## src/verilog/scale_cfg_pkg.sv

```systemverilog
// Purpose: Constants for the weighing-terminal holding-register bank
// Assumes: 50 MHz system clock, one address per 32-bit word
// Notes: Config words live in one indexed array, see CFG_* indexes
package scale_cfg_pkg;
   // Holding-register numbers
   localparam logic [15:0] ADDR_RANGE1_CAPACITY = 16'h9CDD;
   localparam logic [15:0] ADDR_RANGE1_DECIMAL_POINT = 16'h9CDF;
   localparam logic [15:0] ADDR_RANGE1_INCREMENT = 16'h9CE1;
   localparam logic [15:0] ADDR_RANGE2_CAPACITY = 16'h9CE3;
   localparam logic [15:0] ADDR_RANGE2_DECIMAL_POINT = 16'h9CE5;
   localparam logic [15:0] ADDR_RANGE2_INCREMENT = 16'h9CE7;
   localparam logic [15:0] ADDR_RANGE3_CAPACITY = 16'h9CE9;
   localparam logic [15:0] ADDR_RANGE3_DECIMAL_POINT = 16'h9CEB;
   localparam logic [15:0] ADDR_RANGE3_INCREMENT = 16'h9CED;
   localparam logic [15:0] ADDR_TARE_KIND = 16'h9CF1;
   localparam logic [15:0] ADDR_TARE_LIMIT = 16'h9CF3;
   localparam logic [15:0] ADDR_SECOND_UNIT_SELECT = 16'h9CF5;
   localparam logic [15:0] ADDR_SPARE_WORD_A = 16'h9CF7;
   localparam logic [15:0] ADDR_CALIBRATION_COMMAND = 16'h9CF9;
   localparam logic [15:0] ADDR_SPAN_REFERENCE_VALUE = 16'h9CFB;
   localparam logic [15:0] ADDR_ELECTRONIC_CALIBRATION_TOTAL_CAPACITY = 16'h9CFD;
   localparam logic [15:0] ADDR_ELECTRONIC_CALIBRATION_MV_PER_V = 16'h9CFF;
   localparam logic [15:0] ADDR_ELECTRONIC_CALIBRATION_DEAD_LOAD = 16'h9D01;
   localparam logic [15:0] ADDR_CALIBRATION_STATE_ERRORS = 16'h9D03;
   localparam logic [15:0] ADDR_SPARE_BLOCK_B_FIRST = 16'h9D05;
   localparam logic [15:0] ADDR_SPARE_BLOCK_B_LAST = 16'h9D0D;
   localparam logic [15:0] ADDR_SUPPLY_VOLTAGE_READING = 16'h9D0F;
   localparam logic [15:0] ADDR_CELL_MILLIVOLT_READING = 16'h9D11;
   localparam logic [15:0] ADDR_RESTORE_USER_PARAMS = 16'h9D13;
   localparam logic [15:0] ADDR_RESTORE_FACTORY_CONFIG = 16'h9D15;
   localparam logic [15:0] ADDR_APPLICATION_SELECT = 16'h9D3F;
   localparam logic [15:0] ADDR_LIMIT_SETTINGS = 16'h9D41;

   // Indexes into the config array; user restore covers 0..CFG_USER_N-1
   localparam int CFG_N = 18;
   localparam int CFG_USER_N = 14;
   localparam logic [4:0] CFG_R1_CAP = 5'h00;
   localparam logic [4:0] CFG_R1_DP = 5'h01;
   localparam logic [4:0] CFG_R1_INC = 5'h02;
   localparam logic [4:0] CFG_R2_CAP = 5'h03;
   localparam logic [4:0] CFG_R2_DP = 5'h04;
   localparam logic [4:0] CFG_R2_INC = 5'h05;
   localparam logic [4:0] CFG_R3_CAP = 5'h06;
   localparam logic [4:0] CFG_R3_DP = 5'h07;
   localparam logic [4:0] CFG_R3_INC = 5'h08;
   localparam logic [4:0] CFG_TARE_KIND = 5'h09;
   localparam logic [4:0] CFG_TARE_LIMIT = 5'h0A;
   localparam logic [4:0] CFG_UNIT = 5'h0B;
   localparam logic [4:0] CFG_APP = 5'h0C;
   localparam logic [4:0] CFG_LIMITS = 5'h0D;
   localparam logic [4:0] CFG_SPAN = 5'h0E;
   localparam logic [4:0] CFG_ELECTRONIC_CALIBRATION_CAP = 5'h0F;
   localparam logic [4:0] CFG_ELECTRONIC_CALIBRATION_MVV = 5'h10;
   localparam logic [4:0] CFG_ELECTRONIC_CALIBRATION_DEAD = 5'h11;

   // Values after reset or restore
   localparam logic [31:0] DEF_CAPACITY = 32'h0000_2710;
   localparam logic [31:0] DEF_DECIMAL_POINT = 32'h0000_0002;
   localparam logic [31:0] DEF_INCREMENT = 32'h0000_0000;
   localparam logic [31:0] DEF_TARE_LIMIT = 32'h0000_2710;
   localparam logic [31:0] DEF_UNIT = 32'h0000_0004;
   localparam logic [31:0] DEF_ZERO = 32'h0000_0000;

   // Highest legal code per coded field
   localparam logic [31:0] MAX_DP_CODE = 32'h0000_0005;
   localparam logic [31:0] MAX_INC_CODE = 32'h0000_0002;
   localparam logic [31:0] MAX_TARE_CODE = 32'h0000_0001;
   localparam logic [31:0] MAX_UNIT_CODE = 32'h0000_0007;
   localparam logic [31:0] MAX_APP_CODE = 32'h0000_0004;

   // Command and magic values
   localparam logic [31:0] CMD_NONE = 32'h0000_0000;
   localparam logic [31:0] CMD_ZERO_CAL = 32'h0000_00BC;
   localparam logic [31:0] CMD_SPAN_CAL = 32'h0000_00DC;
   localparam logic [31:0] CMD_ELECTRONIC_CALIBRATION_APPLY = 32'h0000_5AA5;
   localparam logic [31:0] MAGIC_USER_DEFAULTS = 32'h0000_6BB6;
   localparam logic [31:0] MAGIC_FACTORY_DEFAULTS = 32'h0000_7CC7;

   // Status bit positions
   localparam int ST_READY = 0;
   localparam int ST_ZERO_ACTIVE = 1;
   localparam int ST_SPAN_ACTIVE = 2;
   localparam int ST_TIMEOUT = 3;
   localparam int ST_FAULT_LO = 4;
   localparam int ST_SWITCH_OFF = 10;

   // Exception codes
   localparam logic [2:0] EXC_NONE = 3'h0;
   localparam logic [2:0] EXC_ADDRESS = 3'h2;
   localparam logic [2:0] EXC_VALUE = 3'h3;
   localparam logic [2:0] EXC_OPERATION = 3'h4;

   // Calibration timeout
   localparam longint CLK_HZ = 50_000_000;
   localparam longint CAL_TIMEOUT_MS = 5000;
   localparam logic [31:0] CAL_TIMEOUT_CYC =
      32'(CAL_TIMEOUT_MS * (CLK_HZ / 1000));

   typedef enum logic [2:0] {
      CAL_IDLE = 3'b001,
      CAL_ZERO = 3'b010,
      CAL_SPAN = 3'b100
   } cal_state_e;
endpackage : scale_cfg_pkg

```

## src/verilog/scale_calibration_config_regs.sv

```systemverilog
// Purpose: Holding-register bank with calibration sequencer
// Assumes: One request per cycle at most, answered the next cycle
// Notes: Calibration side reports done or faults as single-cycle pulses, not levels
`timescale 1ns/1ps
module scale_calibration_config_regs #(
   parameter logic [31:0] TIMEOUT_CYC = scale_cfg_pkg::CAL_TIMEOUT_CYC
) (
   // Clock and reset
   input wire logic clk_sys,
   input wire logic sys_rst,
   // Register request
   input wire logic req_valid,
   input wire logic req_write,
   input wire logic [15:0] req_addr,
   input wire logic [31:0] req_wdata,
   // Register answer
   output logic resp_valid,
   output logic [31:0] resp_rdata,
   output logic [2:0] resp_exception,
   // Calibration side
   input wire logic cal_switch_on,
   input wire logic cal_done,
   input wire logic [5:0] cal_fault,
   output logic zero_cal_start,
   output logic span_cal_start,
   output logic electronic_calibration_apply,
   output logic [31:0] span_target,
   output logic [31:0] electronic_calibration_capacity,
   output logic [31:0] electronic_calibration_mv_per_v,
   output logic [31:0] electronic_calibration_dead_load,
   // Measurements
   input wire logic [31:0] supply_voltage,
   input wire logic [31:0] cell_centi_mv,
   // Settings to the weighing logic
   output logic tare_additive,
   output logic [2:0] second_unit,
   output logic [1:0] range1_fixed_zeros,
   output logic [1:0] range1_decimals,
   output logic [2:0] application_code,
   output logic user_defaults_loaded,
   output logic factory_defaults_loaded
);
   import scale_cfg_pkg::*;

   function automatic logic [31:0] cfg_default(input logic [4:0] idx);
      unique case (idx)
         CFG_R1_CAP, CFG_R2_CAP, CFG_R3_CAP: cfg_default = DEF_CAPACITY;
         CFG_R1_DP, CFG_R2_DP, CFG_R3_DP: cfg_default = DEF_DECIMAL_POINT;
         CFG_R1_INC, CFG_R2_INC, CFG_R3_INC: cfg_default = DEF_INCREMENT;
         CFG_TARE_LIMIT: cfg_default = DEF_TARE_LIMIT;
         CFG_UNIT: cfg_default = DEF_UNIT;
         default: cfg_default = DEF_ZERO;
      endcase
   endfunction : cfg_default

   // Coded fields refuse codes beyond their table
   function automatic logic value_ok(input logic [4:0] idx,
                                     input logic [31:0] d);
      unique case (idx)
         CFG_R1_DP, CFG_R2_DP, CFG_R3_DP: value_ok = d <= MAX_DP_CODE;
         CFG_R1_INC, CFG_R2_INC, CFG_R3_INC:
            value_ok = d <= MAX_INC_CODE;
         CFG_TARE_KIND: value_ok = d <= MAX_TARE_CODE;
         CFG_UNIT: value_ok = d <= MAX_UNIT_CODE;
         CFG_APP: value_ok = d <= MAX_APP_CODE;
         default: value_ok = 1'b1;
      endcase
   endfunction : value_ok

   // Returns {hit, idx}
   function automatic logic [5:0] cfg_decode(input logic [15:0] a);
      unique case (a)
         ADDR_RANGE1_CAPACITY: cfg_decode = {1'b1, CFG_R1_CAP};
         ADDR_RANGE1_DECIMAL_POINT: cfg_decode = {1'b1, CFG_R1_DP};
         ADDR_RANGE1_INCREMENT: cfg_decode = {1'b1, CFG_R1_INC};
         ADDR_RANGE2_CAPACITY: cfg_decode = {1'b1, CFG_R2_CAP};
         ADDR_RANGE2_DECIMAL_POINT: cfg_decode = {1'b1, CFG_R2_DP};
         ADDR_RANGE2_INCREMENT: cfg_decode = {1'b1, CFG_R2_INC};
         ADDR_RANGE3_CAPACITY: cfg_decode = {1'b1, CFG_R3_CAP};
         ADDR_RANGE3_DECIMAL_POINT: cfg_decode = {1'b1, CFG_R3_DP};
         ADDR_RANGE3_INCREMENT: cfg_decode = {1'b1, CFG_R3_INC};
         ADDR_TARE_KIND: cfg_decode = {1'b1, CFG_TARE_KIND};
         ADDR_TARE_LIMIT: cfg_decode = {1'b1, CFG_TARE_LIMIT};
         ADDR_SECOND_UNIT_SELECT: cfg_decode = {1'b1, CFG_UNIT};
         ADDR_APPLICATION_SELECT: cfg_decode = {1'b1, CFG_APP};
         ADDR_LIMIT_SETTINGS: cfg_decode = {1'b1, CFG_LIMITS};
         ADDR_SPAN_REFERENCE_VALUE: cfg_decode = {1'b1, CFG_SPAN};
         ADDR_ELECTRONIC_CALIBRATION_TOTAL_CAPACITY: cfg_decode = {1'b1, CFG_ELECTRONIC_CALIBRATION_CAP};
         ADDR_ELECTRONIC_CALIBRATION_MV_PER_V: cfg_decode = {1'b1, CFG_ELECTRONIC_CALIBRATION_MVV};
         ADDR_ELECTRONIC_CALIBRATION_DEAD_LOAD: cfg_decode = {1'b1, CFG_ELECTRONIC_CALIBRATION_DEAD};
         default: cfg_decode = 6'h00;
      endcase
   endfunction : cfg_decode

   // Returns {fixed_zeros, decimals}
   function automatic logic [3:0] dp_format(input logic [31:0] code);
      unique case (code[2:0])
         3'h0: dp_format = 4'h8;
         3'h1: dp_format = 4'h4;
         3'h3: dp_format = 4'h1;
         3'h4: dp_format = 4'h2;
         3'h5: dp_format = 4'h3;
         default: dp_format = 4'h0;
      endcase
   endfunction : dp_format

   logic [31:0] cfg_reg [CFG_N];
   logic [31:0] cmd_reg;
   cal_state_e state_reg, state_next;
   logic [7:0] err_reg, err_next;
   logic [31:0] tmo_reg;
   logic zero_start_reg, span_start_reg, electronic_calibration_reg;
   logic user_ld_reg, fact_ld_reg;
   logic resp_valid_reg;
   logic [31:0] rdata_reg, rdata_next;
   logic [2:0] exc_reg, exc_next;
   logic tare_reg;
   logic [2:0] unit_reg, app_reg;
   logic [3:0] dp1_reg;

   // Request decode
   wire [5:0] dec = cfg_decode(req_addr);
   wire cfg_hit = dec[5];
   wire [4:0] cfg_idx = dec[4:0];
   wire is_cmd = req_addr == ADDR_CALIBRATION_COMMAND;
   wire is_status = req_addr == ADDR_CALIBRATION_STATE_ERRORS;
   wire is_volt = req_addr == ADDR_SUPPLY_VOLTAGE_READING;
   wire is_mv = req_addr == ADDR_CELL_MILLIVOLT_READING;
   wire is_user = req_addr == ADDR_RESTORE_USER_PARAMS;
   wire is_fact = req_addr == ADDR_RESTORE_FACTORY_CONFIG;
   wire is_spare = req_addr == ADDR_SPARE_WORD_A ||
      (req_addr >= ADDR_SPARE_BLOCK_B_FIRST &&
       req_addr <= ADDR_SPARE_BLOCK_B_LAST && req_addr[0]);
   wire mapped = cfg_hit | is_cmd | is_status | is_volt | is_mv |
      is_user | is_fact | is_spare;
   wire wr = req_valid & req_write;
   wire idle = state_reg == CAL_IDLE;
   wire cmd_legal = req_wdata == CMD_NONE || req_wdata == CMD_ZERO_CAL ||
      req_wdata == CMD_SPAN_CAL || req_wdata == CMD_ELECTRONIC_CALIBRATION_APPLY;
   wire cmd_wr = wr & is_cmd & cmd_legal & idle;
   wire cal_cmd = cmd_wr &
      (req_wdata == CMD_ZERO_CAL || req_wdata == CMD_SPAN_CAL);
   wire cal_go = cal_cmd & cal_switch_on;
   wire cal_blocked = cal_cmd & ~cal_switch_on;
   wire cfg_wr = wr & cfg_hit & value_ok(cfg_idx, req_wdata);
   wire user_rst = wr & is_user & req_wdata == MAGIC_USER_DEFAULTS;
   wire fact_rst = wr & is_fact & req_wdata == MAGIC_FACTORY_DEFAULTS;
   wire timed_out = ~idle & tmo_reg >= TIMEOUT_CYC - 32'h1;
   wire fault_hit = ~idle & |cal_fault;
   wire cal_end = ~idle & (cal_done | fault_hit | timed_out);
   wire [31:0] status_word = {21'h0, err_reg,
      state_reg == CAL_SPAN, state_reg == CAL_ZERO, idle};

   // Sequencer
   always_comb begin
      state_next = state_reg;
      if (cal_go && req_wdata == CMD_ZERO_CAL) begin
         state_next = CAL_ZERO;
      end else if (cal_go) begin
         state_next = CAL_SPAN;
      end else if (cal_end) begin
         state_next = CAL_IDLE;
      end
   end

   // Errors clear on a new start; sets are ORed in afterwards
   always_comb begin
      err_next = err_reg;
      if (cal_cmd) begin
         err_next = 8'h00;
      end
      if (cal_blocked) begin
         err_next[ST_SWITCH_OFF - ST_TIMEOUT] = 1'b1;
      end
      if (timed_out && !cal_done) begin
         err_next[ST_TIMEOUT - ST_TIMEOUT] = 1'b1;
      end
      if (fault_hit) begin
         err_next[6:1] = err_next[6:1] | cal_fault;
      end
   end

   // Read data and exception
   always_comb begin
      rdata_next = 32'h0;
      exc_next = EXC_NONE;
      if (!mapped) begin
         exc_next = EXC_ADDRESS;
      end else if (req_write) begin
         if (is_status || is_volt || is_mv) begin
            exc_next = EXC_OPERATION;
         end else if (cfg_hit && !value_ok(cfg_idx, req_wdata)) begin
            exc_next = EXC_VALUE;
         end else if (is_cmd && !cmd_legal) begin
            exc_next = EXC_VALUE;
         end else if (is_cmd && !idle) begin
            exc_next = EXC_OPERATION;
         end
      end else if (cfg_hit) begin
         rdata_next = cfg_reg[cfg_idx];
      end else if (is_cmd) begin
         rdata_next = cmd_reg;
      end else if (is_status) begin
         rdata_next = status_word;
      end else if (is_volt) begin
         rdata_next = supply_voltage;
      end else if (is_mv) begin
         rdata_next = cell_centi_mv;
      end
   end

   always_ff @(posedge clk_sys or posedge sys_rst) begin
      if (sys_rst) begin
         state_reg <= CAL_IDLE;
         err_reg <= 8'h00;
         tmo_reg <= 32'h0;
      end else begin
         state_reg <= state_next;
         err_reg <= err_next;
         tmo_reg <= (idle || cal_go) ? 32'h0 : tmo_reg + 32'h1;
      end
   end

   // Config array; factory restore takes priority over a plain write
   always_ff @(posedge clk_sys or posedge sys_rst) begin
      if (sys_rst) begin
         for (int i = 0; i < CFG_N; i++) begin
            cfg_reg[i] <= cfg_default(5'(i));
         end
         cmd_reg <= CMD_NONE;
      end else begin
         for (int i = 0; i < CFG_N; i++) begin
            if (fact_rst || (user_rst && i < CFG_USER_N)) begin
               cfg_reg[i] <= cfg_default(5'(i));
            end else if (cfg_wr && cfg_idx == 5'(i)) begin
               cfg_reg[i] <= req_wdata;
            end
         end
         if (fact_rst) begin
            cmd_reg <= CMD_NONE;
         end else if (cmd_wr) begin
            cmd_reg <= req_wdata;
         end
      end
   end

   always_ff @(posedge clk_sys or posedge sys_rst) begin
      if (sys_rst) begin
         zero_start_reg <= 1'b0;
         span_start_reg <= 1'b0;
         electronic_calibration_reg <= 1'b0;
         user_ld_reg <= 1'b0;
         fact_ld_reg <= 1'b0;
         resp_valid_reg <= 1'b0;
         rdata_reg <= 32'h0;
         exc_reg <= EXC_NONE;
      end else begin
         zero_start_reg <= cal_go && req_wdata == CMD_ZERO_CAL;
         span_start_reg <= cal_go && req_wdata == CMD_SPAN_CAL;
         electronic_calibration_reg <= cmd_wr && req_wdata == CMD_ELECTRONIC_CALIBRATION_APPLY;
         user_ld_reg <= user_rst;
         fact_ld_reg <= fact_rst;
         resp_valid_reg <= req_valid;
         rdata_reg <= rdata_next;
         exc_reg <= exc_next;
      end
   end

   // Decoded settings, one cycle behind the array
   always_ff @(posedge clk_sys or posedge sys_rst) begin
      if (sys_rst) begin
         tare_reg <= 1'b0;
         unit_reg <= 3'h0;
         app_reg <= 3'h0;
         dp1_reg <= 4'h0;
      end else begin
         tare_reg <= cfg_reg[CFG_TARE_KIND][0];
         unit_reg <= cfg_reg[CFG_UNIT][2:0];
         app_reg <= cfg_reg[CFG_APP][2:0];
         dp1_reg <= dp_format(cfg_reg[CFG_R1_DP]);
      end
   end

   assign resp_valid = resp_valid_reg;
   assign resp_rdata = rdata_reg;
   assign resp_exception = exc_reg;
   assign zero_cal_start = zero_start_reg;
   assign span_cal_start = span_start_reg;
   assign electronic_calibration_apply = electronic_calibration_reg;
   assign span_target = cfg_reg[CFG_SPAN];
   assign electronic_calibration_capacity = cfg_reg[CFG_ELECTRONIC_CALIBRATION_CAP];
   assign electronic_calibration_mv_per_v = cfg_reg[CFG_ELECTRONIC_CALIBRATION_MVV];
   assign electronic_calibration_dead_load = cfg_reg[CFG_ELECTRONIC_CALIBRATION_DEAD];
   assign tare_additive = tare_reg;
   assign second_unit = unit_reg;
   assign application_code = app_reg;
   assign range1_fixed_zeros = dp1_reg[3:2];
   assign range1_decimals = dp1_reg[1:0];
   assign user_defaults_loaded = user_ld_reg;
   assign factory_defaults_loaded = fact_ld_reg;
endmodule : scale_calibration_config_regs

```

## config.mk

```make
export PLATFORM = sky130hd
export DESIGN_NAME = scale_calibration_config_regs
export DESIGN_NICKNAME = d
export VERILOG_FILES = /design/src/verilog/scale_cfg_pkg.sv /design/src/verilog/scale_calibration_config_regs.sv
export SDC_FILE = /design/constraint.sdc
export NUM_CORES = 2
export LEC_CHECK = 0
export BUFFER_PORTS_ARGS = -buffer_cell sky130_fd_sc_hd__buf_2
export CORE_MARGIN = 4
export CORE_UTILIZATION = 40
export CTS_CLUSTER_DIAMETER = 80
export DETAILED_ROUTE_END_ITERATION = 10
export SYNTH_ARGS = -nofsm -noshare
export SYNTH_HDL_FRONTEND = slang
export SYNTH_SLANG_ARGS = --single-unit
```

## constraint.sdc

```tcl
create_clock -name clk_sys -period 29.2 [get_ports clk_sys]
set_input_delay 1.46 -clock clk_sys [delete_from_list [all_inputs] [get_ports clk_sys]]
set_output_delay 1.46 -clock clk_sys [all_outputs]
set_load 0.01 [all_outputs]
```

## Word level (Yosys, flattened, before mapping)

Index checks and enable logic that the tools add are counted.

- Order comparisons: 9
- Add/subtract/negate cells: 1
- Reductions and logical operators: 68
- Eq/ne operators: 54
- Shift operators: 0
- Div/mod/pow operators: 0
- $mul: 0
- Muxes and demuxes: 68
- Bitwise operators: 29

Operator list:

| cell | number |
|---|---|
| $mux 32 | 48 |
| $eq 16x16->1 const B | 25 |
| $bmux 32 s5 | 1 |
| $pmux 6 s18 | 1 |
| $eq 32x15->1 const B | 3 |
| $le 32x3->1 const B | 3 |
| $eq 32x8->1 const B | 2 |
| $reduce_bool 2->1 | 21 |
| $eq 5x4->1 const B | 8 |
| $add 32x1->32 const B | 1 |
| $ge 32x28->1 const B | 1 |
| $le 32x1->1 const B | 1 |
| $le 32x2->1 const B | 1 |
| $logic_not 32->1 | 1 |
| $logic_and 1x1->1 | 27 |
| $mux 3 | 9 |
| $eq 5x3->1 const B | 4 |
| $pmux 4 s5 | 1 |
| $and 1x1->1 | 16 |
| $ge 16x16->1 const B | 1 |
| $le 16x16->1 const B | 1 |
| $eq 5x2->1 const B | 2 |
| $eq 5x5->1 const B | 2 |
| $eq 3x3->1 const B | 3 |
| 19 further kinds | 46 |

- Output and inout bits: 180
- Input port bits: 124
- Memory bits (read-only): 0
- Memories: 0
- Bits in latches: 0
- Register bits: 703
- Word-level logic and storage cells: 265
- Bits in writable memories: 0

## Logic depth before layout (Yosys ltp)

- Depth after elaboration: 16
- Depth in mapped cells: 15
- Depth with buffers taken out: 11

## Worst setup path before layout

OpenSTA, ideal clock, no wires.

- Kind: input port to flip-flop
- Start: input port req_addr[2]
- End: register cfg_reg[195] (netlist name)
- Library setup time: 0.119 ns
- Data arrival time: 4.111 ns
- Slack: 24.970 ns
- Stages on the path: 13
- Path buffers: 3
- Required time: 29.081 ns
- Cell sequence: buf_2 -> and2_1 -> a311o_1 -> o2111a_1 -> o21ai_4 -> mux2i_1 -> and3_4 -> nor2_1 -> nor4_2 -> nor2_1 -> clkbuf_1 -> clkbuf_1 -> and2_1

- Word-level cells in the longest chain between the ends: 8
- Elaborated cells between the ends (all ways): 43
- Those cells by class: 29 x eq/ne; 3 x mux; 6 x bitwise; 5 x reduce/logical

Ends and longest elaborated chain:

| what | line | RTL |
|---|---|---|
| start: declaration | scale_calibration_config_regs.sv:14 | `input wire logic [15:0] req_addr,` |
| $eq 16x16->1 | scale_calibration_config_regs.sv:72 | `unique case (a)` |
| $pmux 6 s18 | scale_calibration_config_regs.sv:72 |  |
| $eq 5x2->1 (tied with other cells) | scale_calibration_config_regs.sv:59 | `unique case (idx)` |
| $reduce_or 3->1 | scale_calibration_config_regs.sv:59 |  |
| $pmux 1 s5 | scale_calibration_config_regs.sv:59 |  |
| $and 1x1->1 | scale_calibration_config_regs.sv:145 | `wire cfg_wr = wr & cfg_hit & value_ok(cfg_idx, req_wdata);` |
| $logic_and 1x1->1 | scale_calibration_config_regs.sv:235 | `end else if (cfg_wr && cfg_idx == 5'(i)) begin` |
| $reduce_bool 2->1 (no line) | - |  |
| end signal: indexed assignment | scale_calibration_config_regs.sv:228 | `cfg_reg[i] <= cfg_default(5'(i));` |
| end signal: indexed assignment | scale_calibration_config_regs.sv:234 | `cfg_reg[i] <= cfg_default(5'(i));` |
| end signal: indexed assignment | scale_calibration_config_regs.sv:236 | `cfg_reg[i] <= req_wdata;` |
| end: declaration | scale_calibration_config_regs.sv:107 | `logic [31:0] cfg_reg [CFG_N];` |

Parallel ways exist; a longest one is shown, timed or not.
A chain may end at the register's enable or synchronous reset.

## Worst setup path after layout

- Start: input port req_addr[1]
- End: register cfg_reg[498] (netlist name)

- Word-level cells in the longest chain between the ends: 8
- Elaborated cells between the ends (all ways): 43
- Those cells by class: 29 x eq/ne; 3 x mux; 6 x bitwise; 5 x reduce/logical

Ends and longest elaborated chain:

| what | line |
|---|---|
| $eq 16x16->1 | scale_calibration_config_regs.sv:72 |
| $pmux 6 s18 | scale_calibration_config_regs.sv:72 |
| $eq 5x2->1 (tied with other cells) | scale_calibration_config_regs.sv:59, scale_calibration_config_regs.sv:235 |
| $reduce_or 3->1 | scale_calibration_config_regs.sv:59 |
| $pmux 1 s5 | scale_calibration_config_regs.sv:59 |
| $and 1x1->1 | scale_calibration_config_regs.sv:145 |
| $logic_and 1x1->1 | scale_calibration_config_regs.sv:235 |
| $reduce_bool 2->1 (no line) | - |

Parallel ways exist; a longest one is shown, timed or not.

==> flow_summary.toml <==
[route]
ant_nets = 0
drt_iter0_drc = 2914
wire_per_inst_microns = 26.6
drt_first_pass_iters = 11
vias = 26600
viasPerCell = 5.92
route.detailed.drc = 2
wirelength_mm = 120

[yosys]
yosys_warnings = 0
ys.flop_type = "dfrtp_1"
synth_nets = 3438
yosysUniqueCellTypes = 72
yosysTopAreaCell = "dfrtp_1"
synthArstFlopShare_pct = 100
synth_edf_count = 0
syn_area_sq_um = 32500
syn_area_per_cell_sq_um = 9.81
synth_top_area_share_pct = 52.2
synth.area.top_cells = "dfrtp_1 52%, and2_1 5.7%, nand2_1 5.7%, mux2i_1 3.6%, o21ai_0 3.6%"
yosysSeqAreaShare_pct = 54.2
syn_inst = 3313
synth-seq-cells = 703

[grt]
track_usage_pct = 27.2
grt_pass1_wl_mm = 176
met2_usage_pct = 42.5
grt_use_met3_pct = 4.70
grtUsageMet1_pct = 38.0
grt_max_degree = 138
antenna_found_initial = 3
grt_overflow = 0
top_usage_layer = "met2"
grt_pass1_vias = 25600

[power]
ir_drop_v = 0.0000447
p_leak_uw = 0.0170
cell_internal_pwr_uw = 1510
power_density_nw_per_um2 = 53.6
switching_power_uw = 447
power_frac_seq_pct = 49.9
p_comb_share_pct = 3.0
clkPwrFrac_pct = 47.1
switching_share_pct = 22.9

[layout]
finalInstanceArea_sq_um = 36400
largest_reg_flops = 448
final_common_cell = "dfrtp_1"
layout_common_cells = "678 x dfrtp_1, 493 x nand2_1, 303 x buf_2"
drive_above_1_share_pct = 16.1
finalNetCount = 3503
area_growth_pct = 12.2
num-fill-cells = 7721

[floorplan]
die_w_microns = 293
die_y_microns = 293
io_pins = 304
start_util_pct = 40.3
fp.coreArea_sq_um = 80500
fp-row-count = 104
die-area_sq_um = 85800

[clock_network]
cts_resized = 0
postCtsSetupBuffers = 0
cts_max_path_buffers = 3
cts_hold_buf = 0
root_buffer = "clkbuf_16"
clock_latency_ns = 0.63
cts_max_level = 3
path_clk_slew_ns = 0.06
cts_buffers = 73
clock_sinks = 703
cts_tree = "built"

[placed_design]
pre_cts_ws_ns = 22.84
port_buffers = 303
placed_area_sq_um = 34100
routabilityCongestion = 0.910
dp_hpwl_mm = 74.8

[sta]
timing.final.ws_setup_ns = 23.48
min_period_ns = 5.72
tightest_slew_ns = 1.24
max_freq_mhz = 175
post-route-period-util_pct = 19.6
setup_viol = 0
rsz0062_at_grt = "false"
slew_headroom_pct = 17.5
hold_violations = 0
hold_ws_ns = 0.436
tns_ns = 0
fin_worst_skew_ns = 0.0203
report.final.slew_viol_count = 0

[setup_path]
r2r_setup_slack_ns = 26.52
path_class = "in -> reg"
crit_required_ns = 29.75
crit_fanout = 134
end_kind = "flop"
startpoint_type = "input pin"
cp.arrival_ns = 6.28
worstRegToRegCells = 10

[worst_hold_path]
hold_depth = 0
hold_path_class = "reg -> reg"

[flow_run]
cap_violations = 0

[run_status]
status = "finished, violations left"
violations = "DRC"
[cell type report]
class / instances / area, sq um / share of cell area [%]
flip-flops and latches: 703 / 17600 / 48.4
multi-input cells: 2201 / 13000 / 35.7
clock buffers: 117 / 2160 / 5.94
repair buffers: 369 / 2040 / 5.59
well taps: 1060 / 1330 / 3.64
clock inverters: 16 / 155 / 0.426
inverters: 30 / 120 / 0.330
diodes: 1 / 2.50 / 0.00687
[final timing paths]
| check | start | endpoint |
|---|---|---|
| hold / removal | cfg_reg[161] | application_code[1] |
| hold reg to reg | cfg_reg[161] | application_code[1] |
| setup / recovery | req_addr[1] | cfg_reg[498] |
| min in group asynchronous | sys_rst | electronic_calibration_capacity[7] |
| setup reg to reg | tmo_reg[0] | tmo_reg[31] |
| max in group asynchronous | sys_rst | cfg_reg[221] |
[logic make-up (layout without fill, tap and decap cells)]
group	count (synthesis)	count (layout)	share of synthesized area, %
XOR/XNOR	29	29	0.782
flip-flops	703	703	54.2
AO/OA/AOI/OAI	733	733	15.0
multiplexers	117	117	3.60
other	0	1	0
adder cells (fa/ha/maj)	1	1	0.0385
AND/OR/NAND/NOR	1321	1321	19.9
buffers and inverters	409	532	6.38
[power groups by stage]
stage               clock network (uW)  registers (uW)  logic (uW)
floorplan                            0             994        28.1
global placement                     0             992        59.0
detailed placement                   0             992        58.7
CTS                                931             975        58.8
global route                       972             974        63.8
finish                             920             975        58.3
[routing by layer]
metal	vias to the layer above	part of all wire (%)
met4	4	4.3
li1	11600	-
met1	13400	42
met2	1310	46
met5	-	0.025
met3	253	8.0
[per-stage QoR]
| stage | total power [uW] | util [%] | std cells |
|---|---|---|---|
| floorplan | 1020 | - | 3313 |
| global placement | 1050 | 42.4 | 4363 |
| detailed placement | 1050 | 42.4 | 4363 |
| CTS | 1960 | 45.2 | 4496 |
| global route | 2010 | 45.2 | 4496 |
| finish | 1950 | 45.2 | 4497 |
[Yosys cell counts, drive strengths merged (3+ instances only)]
| cell type | count |
|---|---|
| dfstp | 25 |
| nor2b | 11 |
| a21o | 5 |
| buf | 175 |
| a32o | 5 |
| nor3b | 3 |
| o2111ai | 3 |
| a22oi | 20 |
| inv | 30 |
| a311oi | 3 |
| xor2 | 17 |
| o22ai | 6 |
| a21oi | 175 |
| a222oi | 31 |
| a221oi | 65 |
| or2 | 6 |
| nor4bb | 4 |
| and2 | 298 |
| and4 | 3 |
| nor2 | 164 |
| nor4b | 3 |
| a221o | 42 |
| a211o | 3 |
| o21a | 9 |
| o21ai | 235 |
| or4 | 4 |
| nand3b | 6 |
| a22o | 76 |
| or3 | 13 |
| nand4 | 22 |
| a31oi | 23 |
| nor4 | 25 |
| nand3 | 170 |
| nor3 | 39 |
| mux2i | 117 |
| dfrtp | 678 |
| a32oi | 3 |
| nand2 | 495 |
| clkbuf | 204 |
| nand2b | 9 |
| and3 | 37 |
| o211ai | 5 |
| xnor2 | 12 |
| a2111oi | 4 |
| a211oi | 4 |
[critical path, stage by stage]
cell,delay [ns]
buf_2,0.26
and4b_1,0.23
a311o_1,0.29
o2111a_1,0.35
o21ai_4,0.81
buf_12,0.49
mux2i_1,0.22
and3_4,0.25
or3_1,0.42
and3_1,0.27
nor2_4,0.82
and2_1,0.25
No activity file was read; power rests on OpenSTA's default activity.
